## src/shared/scec_pkg.sv

```systemverilog
// package: command byte layout, enable bits, timing for the sensor command block
package scec_pkg;
   // command byte fields
   localparam int          CMD_FLAG_BIT   = 7;
   localparam int          TYPE_HI        = 6;
   localparam int          TYPE_LO        = 5;
   localparam int          CODE_HI        = 4;
   localparam int          CODE_LO        = 0;
   localparam logic [1:0]  TYPE_REPEAT    = 2'h0;
   localparam logic [1:0]  TYPE_AUTOINC   = 2'h1;
   localparam logic [1:0]  TYPE_RESERVED  = 2'h2;
   localparam logic [1:0]  TYPE_SPECIAL   = 2'h3;
   localparam logic [4:0]  SF_IRQ_CLEAR   = 5'h06;
   // enable register
   localparam logic [4:0]  ENABLE_ADDR    = 5'h00;
   localparam int          EN_OSC_BIT     = 0;
   localparam int          EN_CONV_BIT    = 1;
   localparam int          EN_WAIT_BIT    = 3;
   localparam int          EN_IRQ_BIT     = 4;
   localparam logic [7:0]  ENABLE_WMASK   = 8'h1b;
   localparam logic [7:0]  ENABLE_RESET   = 8'h00;
   localparam logic [7:0]  CMD_RESET      = 8'h00;
   // warm-up after power-on
   localparam int          CLK_HZ         = 50000000;
   localparam int          WARMUP_US      = 2400;
   localparam int          WARMUP_CYC     = (CLK_HZ / 1000000) * WARMUP_US;
   localparam int          WCNT_W         = 17;
   // controller registers (byte offsets on axi4-lite)
   localparam logic [7:0]  R_CMD          = 8'h00;
   localparam logic [7:0]  R_DATA         = 8'h04;
   localparam logic [7:0]  R_STATUS       = 8'h08;
   localparam logic [7:0]  R_IRQ_STAT     = 8'h0c;
   localparam logic [7:0]  R_IRQ_MASK     = 8'h10;
   localparam logic [1:0]  RESP_OKAY      = 2'h0;
   localparam logic [1:0]  RESP_SLVERR    = 2'h2;
endpackage

```

## src/shared/scec_if.sv

```systemverilog
// interface: byte link between controller and sensor command block
`timescale 1ns/10ps
interface scec_if;
   logic       wr_valid;
   logic [7:0] wr_byte;
   logic       rd_req;
   logic       rd_valid;
   logic [7:0] rd_byte;
   logic       irq;
   modport device (input wr_valid, input wr_byte, input rd_req,
                   output rd_valid, output rd_byte, output irq);
   modport ctrl   (output wr_valid, output wr_byte, output rd_req,
                   input rd_valid, input rd_byte, input irq);
endinterface

```

## src/hw/scec_ctrl.sv

```systemverilog
// controller end: axi4-lite registers driving byte writes and reads on the link
//
// Design decision made here: the AXI4-Lite interface to the registers.
`timescale 1ns/10ps
module scec_ctrl (
   // clock, reset, enable
   input  wire logic        aclk,
   input  wire logic        aresetn,
   input  wire logic        ce,
   // axi4-lite slave
   input  wire logic [7:0]  s_axi_awaddr,
   input  wire logic        s_axi_awvalid,
   output logic             s_axi_awready,
   input  wire logic [31:0] s_axi_wdata,
   input  wire logic [3:0]  s_axi_wstrb,
   input  wire logic        s_axi_wvalid,
   output logic             s_axi_wready,
   output logic [1:0]       s_axi_bresp,
   output logic             s_axi_bvalid,
   input  wire logic        s_axi_bready,
   input  wire logic [7:0]  s_axi_araddr,
   input  wire logic        s_axi_arvalid,
   output logic             s_axi_arready,
   output logic [31:0]      s_axi_rdata,
   output logic [1:0]       s_axi_rresp,
   output logic             s_axi_rvalid,
   input  wire logic        s_axi_rready,
   // interrupt
   output logic             irq_out,
   // link
   scec_if.ctrl             lnk
);
   logic [7:0]  aw_q;
   logic        aw_ok_q;
   logic [31:0] w_q;
   logic [3:0]  ws_q;
   logic        w_ok_q;
   logic        bvalid_q;
   logic [1:0]  bresp_q;
   logic        rvalid_q;
   logic [31:0] rdata_q;
   logic [1:0]  rresp_q;
   logic        wrv_q;
   logic [7:0]  wrb_q;
   logic        rdreq_q;
   logic        busy_q;
   logic [7:0]  rdbyte_q;
   logic [1:0]  ist_q;
   logic [1:0]  imask_q;
   logic        irq_d1_q;

   wire do_wr  = aw_ok_q & w_ok_q & ~bvalid_q & ce;
   wire do_rd  = s_axi_arvalid & ~rvalid_q & ce;
   wire a_cmd  = aw_q == scec_pkg::R_CMD;
   wire a_dat  = aw_q == scec_pkg::R_DATA;
   wire a_ist  = aw_q == scec_pkg::R_IRQ_STAT;
   wire a_msk  = aw_q == scec_pkg::R_IRQ_MASK;
   wire wr_hit = a_cmd | a_dat | a_ist | a_msk;
   wire lane0  = ws_q[0];
   // a byte is sent from cmd (bit 7 forced, see below) or data with bit 7 clear
   wire send   = do_wr & lane0 & (a_cmd | a_dat) & ~busy_q;
   wire r_dat  = s_axi_araddr == scec_pkg::R_DATA;
   wire rd_go  = do_rd & r_dat & ~busy_q;
   wire irq_rise = lnk.irq & ~irq_d1_q;
   wire rd_done  = lnk.rd_valid;
   wire [1:0] ev = {rd_done, irq_rise};
   logic [31:0] rmux;
   logic        rhit;

   always_comb begin
      rmux = 32'h0000_0000;
      rhit = 1'b1;
      unique case (s_axi_araddr)
         scec_pkg::R_DATA:     rmux = {24'h000000, rdbyte_q};
         scec_pkg::R_STATUS:   rmux = {29'h0, busy_q, lnk.irq, irq_out};
         scec_pkg::R_IRQ_STAT: rmux = {30'h0, ist_q};
         scec_pkg::R_IRQ_MASK: rmux = {30'h0, imask_q};
         scec_pkg::R_CMD:      rmux = 32'h0000_0000;
         default:              rhit = 1'b0;
      endcase
   end

   assign s_axi_awready = ~aw_ok_q & ce;
   assign s_axi_wready  = ~w_ok_q & ce;
   // a data read waits while a link read is still out, so link reads never overlap
   assign s_axi_arready = do_rd & (~r_dat | ~busy_q);

   always_ff @(posedge aclk) begin
      if (!aresetn) begin
         aw_q     <= 8'h00;
         aw_ok_q  <= 1'b0;
         w_q      <= 32'h0;
         ws_q     <= 4'h0;
         w_ok_q   <= 1'b0;
         bvalid_q <= 1'b0;
         bresp_q  <= scec_pkg::RESP_OKAY;
         rvalid_q <= 1'b0;
         rdata_q  <= 32'h0;
         rresp_q  <= scec_pkg::RESP_OKAY;
         wrv_q    <= 1'b0;
         wrb_q    <= scec_pkg::CMD_RESET;
         rdreq_q  <= 1'b0;
         busy_q   <= 1'b0;
         rdbyte_q <= 8'h00;
         ist_q    <= 2'h0;
         imask_q  <= 2'h0;
         irq_d1_q <= 1'b0;
      end else if (ce) begin
         irq_d1_q <= lnk.irq;
         wrv_q    <= 1'b0;
         rdreq_q  <= 1'b0;
         if (s_axi_awvalid && !aw_ok_q) begin
            aw_q    <= s_axi_awaddr;
            aw_ok_q <= 1'b1;
         end
         if (s_axi_wvalid && !w_ok_q) begin
            w_q    <= s_axi_wdata;
            ws_q   <= s_axi_wstrb;
            w_ok_q <= 1'b1;
         end
         if (do_wr && (send || !(lane0 && (a_cmd || a_dat)))) begin
            aw_ok_q  <= 1'b0;
            w_ok_q   <= 1'b0;
            bvalid_q <= 1'b1;
            bresp_q  <= wr_hit ? scec_pkg::RESP_OKAY : scec_pkg::RESP_SLVERR;
         end
         if (send) begin
            wrv_q <= 1'b1;
            // command bytes always carry the flag; data bytes never do
            wrb_q <= a_cmd ? (w_q[7:0] | 8'h80) : (w_q[7:0] & 8'h7f);              // RULE1
         end
         if (do_wr && lane0 && a_msk) begin
            imask_q <= w_q[1:0];
         end
         if (bvalid_q && s_axi_bready) begin
            bvalid_q <= 1'b0;
         end
         if (rd_go) begin
            rdreq_q <= 1'b1;                                                       // RULE14
            busy_q  <= 1'b1;
         end else if (rd_done) begin
            busy_q   <= 1'b0;
            rdbyte_q <= lnk.rd_byte;
         end
         if (s_axi_arready) begin
            rvalid_q <= 1'b1;
            rdata_q  <= rmux;
            rresp_q  <= rhit ? scec_pkg::RESP_OKAY : scec_pkg::RESP_SLVERR;
         end else if (rvalid_q && s_axi_rready) begin
            rvalid_q <= 1'b0;
         end
         // set wins over write-one-to-clear
         ist_q <= (ist_q & ~((do_wr && lane0 && a_ist) ? w_q[1:0] : 2'h0)) | ev;
      end
   end

   assign s_axi_bvalid = bvalid_q;
   assign s_axi_bresp  = bresp_q;
   assign s_axi_rvalid = rvalid_q;
   assign s_axi_rdata  = rdata_q;
   assign s_axi_rresp  = rresp_q;
   assign irq_out      = |(ist_q & imask_q);
   assign lnk.wr_valid = wrv_q;
   assign lnk.wr_byte  = wrb_q;
   assign lnk.rd_req   = rdreq_q;
endmodule

```

## src/flat_wrapper.sv

```systemverilog
// flat-port wrapper written by rule: the top's interface ports become plain ports
module scec_ctrl_flat 
  (aclk, aresetn, ce, s_axi_awaddr, s_axi_awvalid, s_axi_awready, s_axi_wdata, s_axi_wstrb, s_axi_wvalid, s_axi_wready, s_axi_bresp, s_axi_bvalid, s_axi_bready, s_axi_araddr, s_axi_arvalid, s_axi_arready, s_axi_rdata, s_axi_rresp, s_axi_rvalid, s_axi_rready, irq_out, lnk_wr_valid, lnk_wr_byte, lnk_rd_req, lnk_rd_valid, lnk_rd_byte, lnk_irq);
  scec_if lnk_i ();
  input  wire logic aclk;
  input  wire logic aresetn;
  input  wire logic ce;
  input  wire logic [7:0] s_axi_awaddr;
  input  wire logic s_axi_awvalid;
  output logic s_axi_awready;
  input  wire logic [31:0] s_axi_wdata;
  input  wire logic [3:0] s_axi_wstrb;
  input  wire logic s_axi_wvalid;
  output logic s_axi_wready;
  output logic [1:0] s_axi_bresp;
  output logic s_axi_bvalid;
  input  wire logic s_axi_bready;
  input  wire logic [7:0] s_axi_araddr;
  input  wire logic s_axi_arvalid;
  output logic s_axi_arready;
  output logic [31:0] s_axi_rdata;
  output logic [1:0] s_axi_rresp;
  output logic s_axi_rvalid;
  input  wire logic s_axi_rready;
  output logic irq_out;
  output wire logic [$bits(lnk_i.wr_valid)-1:0] lnk_wr_valid;
  output wire logic [$bits(lnk_i.wr_byte)-1:0] lnk_wr_byte;
  output wire logic [$bits(lnk_i.rd_req)-1:0] lnk_rd_req;
  input wire logic [$bits(lnk_i.rd_valid)-1:0] lnk_rd_valid;
  input wire logic [$bits(lnk_i.rd_byte)-1:0] lnk_rd_byte;
  input wire logic [$bits(lnk_i.irq)-1:0] lnk_irq;
  assign lnk_wr_valid = lnk_i.wr_valid;
  assign lnk_wr_byte = lnk_i.wr_byte;
  assign lnk_rd_req = lnk_i.rd_req;
  assign lnk_i.rd_valid = lnk_rd_valid;
  assign lnk_i.rd_byte = lnk_rd_byte;
  assign lnk_i.irq = lnk_irq;
  scec_ctrl u_core (.aclk(aclk), .aresetn(aresetn), .ce(ce), .s_axi_awaddr(s_axi_awaddr), .s_axi_awvalid(s_axi_awvalid), .s_axi_awready(s_axi_awready), .s_axi_wdata(s_axi_wdata), .s_axi_wstrb(s_axi_wstrb), .s_axi_wvalid(s_axi_wvalid), .s_axi_wready(s_axi_wready), .s_axi_bresp(s_axi_bresp), .s_axi_bvalid(s_axi_bvalid), .s_axi_bready(s_axi_bready), .s_axi_araddr(s_axi_araddr), .s_axi_arvalid(s_axi_arvalid), .s_axi_arready(s_axi_arready), .s_axi_rdata(s_axi_rdata), .s_axi_rresp(s_axi_rresp), .s_axi_rvalid(s_axi_rvalid), .s_axi_rready(s_axi_rready), .irq_out(irq_out), .lnk(lnk_i));
endmodule
```

## config.mk

```make
export PLATFORM = sky130hd
export DESIGN_NAME = scec_ctrl_flat
export DESIGN_NICKNAME = d
export VERILOG_FILES = /design/src/shared/scec_pkg.sv /design/src/shared/scec_if.sv /design/src/hw/scec_ctrl.sv /design/src/flat_wrapper.sv
export SDC_FILE = /design/constraint.sdc
export NUM_CORES = 1
export LEC_CHECK = 0
export ABC_CLOCK_PERIOD_IN_PS = 2700
export BUFFER_PORTS_ARGS = -buffer_cell sky130_fd_sc_hd__buf_2
export CAP_MARGIN = 10
export CORE_ASPECT_RATIO = 0.75
export CORE_MARGIN = 8
export CORE_UTILIZATION = 46
export CTS_CLUSTER_DIAMETER = 60
export DETAILED_ROUTE_END_ITERATION = 8
export GPL_ROUTABILITY_DRIVEN = 0
export PLACE_DENSITY = 0.79
export SYNTH_ARGS = -nofsm -noshare
export SYNTH_HDL_FRONTEND = slang
export SYNTH_SLANG_ARGS = --single-unit
```

## constraint.sdc

```tcl
create_clock -name aclk -period 2.7 [get_ports aclk]
set_clock_uncertainty 0.05 [all_clocks]
set_input_delay 0.54 -clock aclk [delete_from_list [all_inputs] [get_ports aclk]]
set_output_delay 0.54 -clock aclk [all_outputs]
set_load 0.005 [all_outputs]
```

==> implementation parameters <==
Parameter                              Value

Run status
  Run status    complete, no violations

Power and ir drop
  Leak Pwr    1.276 nW
  Pwr dens    502.2 nW/um^2
  Max VDD drop    201.9 uV

Cells and area
  Layout cell share with drive strength beyond 1    27.93%
  Syn-to-layout area delta    14.81%
  Fill count    528
  Antenna diode instance count    0
  Share of the core filled with cells    54.67%
  Post-route cell area    2910 sq um
  Final cell count without fillers    433
  Final-stage net count    427

Synth
  Proportion of register bits with asynchronous set or reset after synthesis    0%
  Post-synthesis mux area share    2.468%
  Post-synthesis sequential area ratio    42.65%
  Adder and majority cell fraction of the synthesized area    0%
  Synthesis warning total    0
  Cell taking the most area after synthesis    sky130_fd_sc_hd__dfxtp_1
  Synthesized flop and latch total    54
  Complex-gate fraction of the synthesized area    16.68%
  Netlist cell types    48
  Largest family of logic cells by synthesized area    simple AND/OR/NAND/NOR gates
  Share of the synthesized netlist area taken by xor and xnor gates    0%
  Ys flop type    sky130_fd_sc_hd__dfxtp_1
  Avg Synthesized Cell Area    8.593 sq um
  Leading cell types by total area after synthesis    sky130_fd_sc_hd__dfxtp_1, sky130_fd_sc_hd__buf_4, sky130_fd_sc_hd__a21oi_1, sky130_fd_sc_hd__nand3_1, sky130_fd_sc_hd__nand2_1
  Instance count of the mapped netlist    295
  EDFF count, synth    0
  Synthesized cell area    2535 sq um
  Post-synth top area share    42.65%
  Basic-gate share of the synthesized area counting and, or, nand and nor cells    26.55%

Global routing
  Global-route total usage across every layer    14.27%
  Wire length of the first global-routing pass    9418 microns
  Number of global-route vias before repair    2050
  Initial antenna violation count    0
  Total overflow reported by the global router    0
  Largest net degree at the start of global routing    31

STA
  Setup repair after global routing missed its margin    false
  Worst Max-Slew Pin Slew    0.6636 ns
  Post-route minimum period    2.386 ns
  F_max    419.0 MHz
  Tightest hold margin    0.3994 ns
  Setup TNS    0 ns
  Final hold viol count    0
  Number of max-slew violations in the final report    0
  Count of endpoints failing setup in the final report    0
  Relative slew margins    55.43%
  Share of the cycle needed by the critical path after routing    88.38%

Critical path
  Crit path kind    register to output port
  Master of the slowest instance on the critical path    sky130_fd_sc_hd__dfxtp_1
  FF-to-FF End    u_core.rdbyte_q[6]$_SDFFE_PN0P_
  Crit path DAT    1.80 ns
  Reg2Reg Launch Point    u_core.busy_q$_SDFFE_PN0P_
  Cell breakdown of the critical path    nor4bb_1, a31o_2, inv_1, buf_2
  CP Launch Point    u_core.busy_q$_SDFFE_PN0P_
  Data required time at the worst endpoint    2.11 ns
  Cell count of the worst reg-to-reg path    4
  CP startpoint kind    register
  Family with the most delay on the worst path    flip-flops
  Buffering stage count on the worst path with inverters included    2
  Crit end category    output port
  Biggest cell delay along the critical path    0.52 ns
  Top fanout value on the critical path    12
  Flop2flop setup slack    0.65 ns

Floorplan
  Die W    101.7 microns
  Core area    5324 sq um
  Initial core utilization    47.61%
  Rows    23
  Die footprint    8167 sq um
  Die Ht    80.29 microns
  Top Ports    122

Routing
  Wire length after detailed routing    6125 microns
  Routed wire per std cell    14.15 microns
  Post-detailed-route via-to-cell ratio    5.037
  Iteration-0 DRC Markers    66
  Number of detailed-route iterations in the first pass    4
  Number of vias in the routed layout    2181
  Number of design rule violations left after detail routing    0
  Detail Route Antenna Nets    0

Job
  Max_cap viols    0

Placed design
  Area of placed instances    2819 sq um
  Half-perimeter wire length after placement    4740 microns
  # placed instances    425
  Number of port buffers    67

Clocking
  Clock sink total    54
  CTS Buf Count    5
  TritonCTS clock tree    built
  Latest clock arrival within the worst-skew pair    0.31 ns
  Max clock buf depth    2
  # Post-CTS Setup Buffers    0
  Count of hold-fix buffers inserted at cts    0
  Post-cts repair resize count    0
  Reg clk slew, reported paths    0.09 ns
  Clock tree root buffer cell    sky130_fd_sc_hd__clkbuf_8
  H-tree depth    2

Worst hold path
  Worst hold path endpoint    u_core.s_axi_rdata[5]$_SDFFE_PN0P_
  Count of cells along the worst hold path    2
  Worst min path class    register to register
  Hold_sp    u_core.s_axi_rdata[5]$_SDFFE_PN0P_
==> logic make-up (layout without fill, tap and decap cells) <==
kind of cell / Yosys count / in the layout
AO/OA/AOI/OAI: 74 / 74
buffers and inverters: 45 / 83
flip-flops: 54 / 54
multiplexers: 6 / 6
other: 1 / 26
AND/OR/NAND/NOR: 115 / 115
==> worst min-delay path, cell delays in order (launching register included) <==
cell                      delay (ns)
sky130_fd_sc_hd__dfxtp_1        0.32
sky130_fd_sc_hd__nand3_1        0.06
sky130_fd_sc_hd__nand2_1        0.04
==> synthesized netlist by cell type, types with 2 or more instances <==
master / number
sky130_fd_sc_hd__mux2i_1: 4
sky130_fd_sc_hd__and3b_1: 2
sky130_fd_sc_hd__nand3_2: 8
sky130_fd_sc_hd__nor3_1: 3
sky130_fd_sc_hd__o21ai_0: 19
sky130_fd_sc_hd__nor2b_1: 7
sky130_fd_sc_hd__a21oi_1: 39
sky130_fd_sc_hd__mux2_2: 2
sky130_fd_sc_hd__nand4b_1: 2
sky130_fd_sc_hd__buf_4: 28
sky130_fd_sc_hd__or4_4: 3
sky130_fd_sc_hd__buf_2: 2
sky130_fd_sc_hd__buf_6: 2
sky130_fd_sc_hd__a311oi_1: 2
sky130_fd_sc_hd__nand3_1: 35
sky130_fd_sc_hd__a21oi_2: 2
sky130_fd_sc_hd__dfxtp_1: 54
sky130_fd_sc_hd__nand2b_1: 2
sky130_fd_sc_hd__nor4_1: 2
sky130_fd_sc_hd__nand2_1: 28
sky130_fd_sc_hd__nor2_1: 8
sky130_fd_sc_hd__clkbuf_1: 10
sky130_fd_sc_hd__a31o_2: 2
sky130_fd_sc_hd__and3_1: 2
sky130_fd_sc_hd__or3_1: 3
sky130_fd_sc_hd__a22o_1: 2
==> per-stage QoR <==
step                total power, W  setup WS [ns]
floorplan                0.0009753         0.6300
global placement          0.001011         0.4315
detailed placement        0.001017         0.3369
CTS                       0.001474         0.3330
global route              0.001532         0.2595
finish                    0.001462         0.3136
==> how the worst max path moves through the flow <==
stage	to	slack, ns	depth (start not counted)
CTS	s_axi_arready	0.33	4
floorplan	u_core.rdbyte_q[7]$_SDFFE_PN0P_	0.63	5
global route	s_axi_arready	0.26	4
detailed placement	u_core.rdbyte_q[6]$_SDFFE_PN0P_	0.34	5
global placement	u_core.rdbyte_q[6]$_SDFFE_PN0P_	0.43	5
finish	s_axi_arready	0.31	4
==> state kept, by name, summed over array words and instances, names as in the netlist, 2 cells and up <==
name                cells
u_core.lnk.wr_byte      8
u_core.ist_q            2
u_core.s_axi_rdata      8
u_core.aw_q             8
u_core.imask_q          2
u_core.w_q              7
u_core.rdbyte_q         8
==> area by class of cell <==
type	count	area (sq um)	area share (%)
Tap cell	75	93.84	3.224
Clock buffer	7	86.33	2.966
Multi-Input combinational cell	221	1256	43.16
Inverter	2	7.507	0.2580
Clock inverter	1	5.005	0.1720
Sequential cell	54	1081	37.15
Timing Repair Buffer	73	380.4	13.07
==> layout by cell type (no fill, tap or decap), types with 2 or more instances in the layout <==
cell type                  synthesis  final
sky130_fd_sc_hd__buf_2             2     67
sky130_fd_sc_hd__mux2i_1           4      4
sky130_fd_sc_hd__dfxtp_1          54     54
sky130_fd_sc_hd__nand2b_1          2      2
sky130_fd_sc_hd__nor3_1            3      3
sky130_fd_sc_hd__nand3_2           8      8
sky130_fd_sc_hd__nor2_1            8      8
sky130_fd_sc_hd__and3b_1           2      2
sky130_fd_sc_hd__clkbuf_8          0      6
sky130_fd_sc_hd__o21ai_0          19     19
sky130_fd_sc_hd__nand2_1          28     28
sky130_fd_sc_hd__a22o_1            2      2
sky130_fd_sc_hd__nor2b_1           7      7
sky130_fd_sc_hd__conb_1            1     26
sky130_fd_sc_hd__buf_4            28      6
sky130_fd_sc_hd__and3_1            2      2
sky130_fd_sc_hd__nand4b_1          2      2
sky130_fd_sc_hd__a21oi_2           2      2
sky130_fd_sc_hd__nand3_1          35     35
sky130_fd_sc_hd__a311oi_1          2      2
sky130_fd_sc_hd__nor4_1            2      2
sky130_fd_sc_hd__or4_4             3      3
sky130_fd_sc_hd__a21oi_1          39     39
sky130_fd_sc_hd__a31o_2            2      2
sky130_fd_sc_hd__or3_1             3      3
sky130_fd_sc_hd__mux2_2            2      2
==> power by group <==
group	switching [W]	total, W	internal (W)
registers	0.0000162	0.000836	0.000820
clock network	0.000254	0.000461	0.000207
logic	0.0000985	0.000164	0.0000656
total	0.000368	0.00146	0.00109
==> per-layer routing <==
layer  track usage, %  part of all wire, %  vias to the layer above
met5                0                    0                        -
met4            4.000                 0.93                        0
met3            4.663                  6.9                        6
met2            21.82                   43                       55
met1            18.69                   49                      998
li1                 -                    -                     1122
No activity file was read; power rests on OpenSTA's default activity.
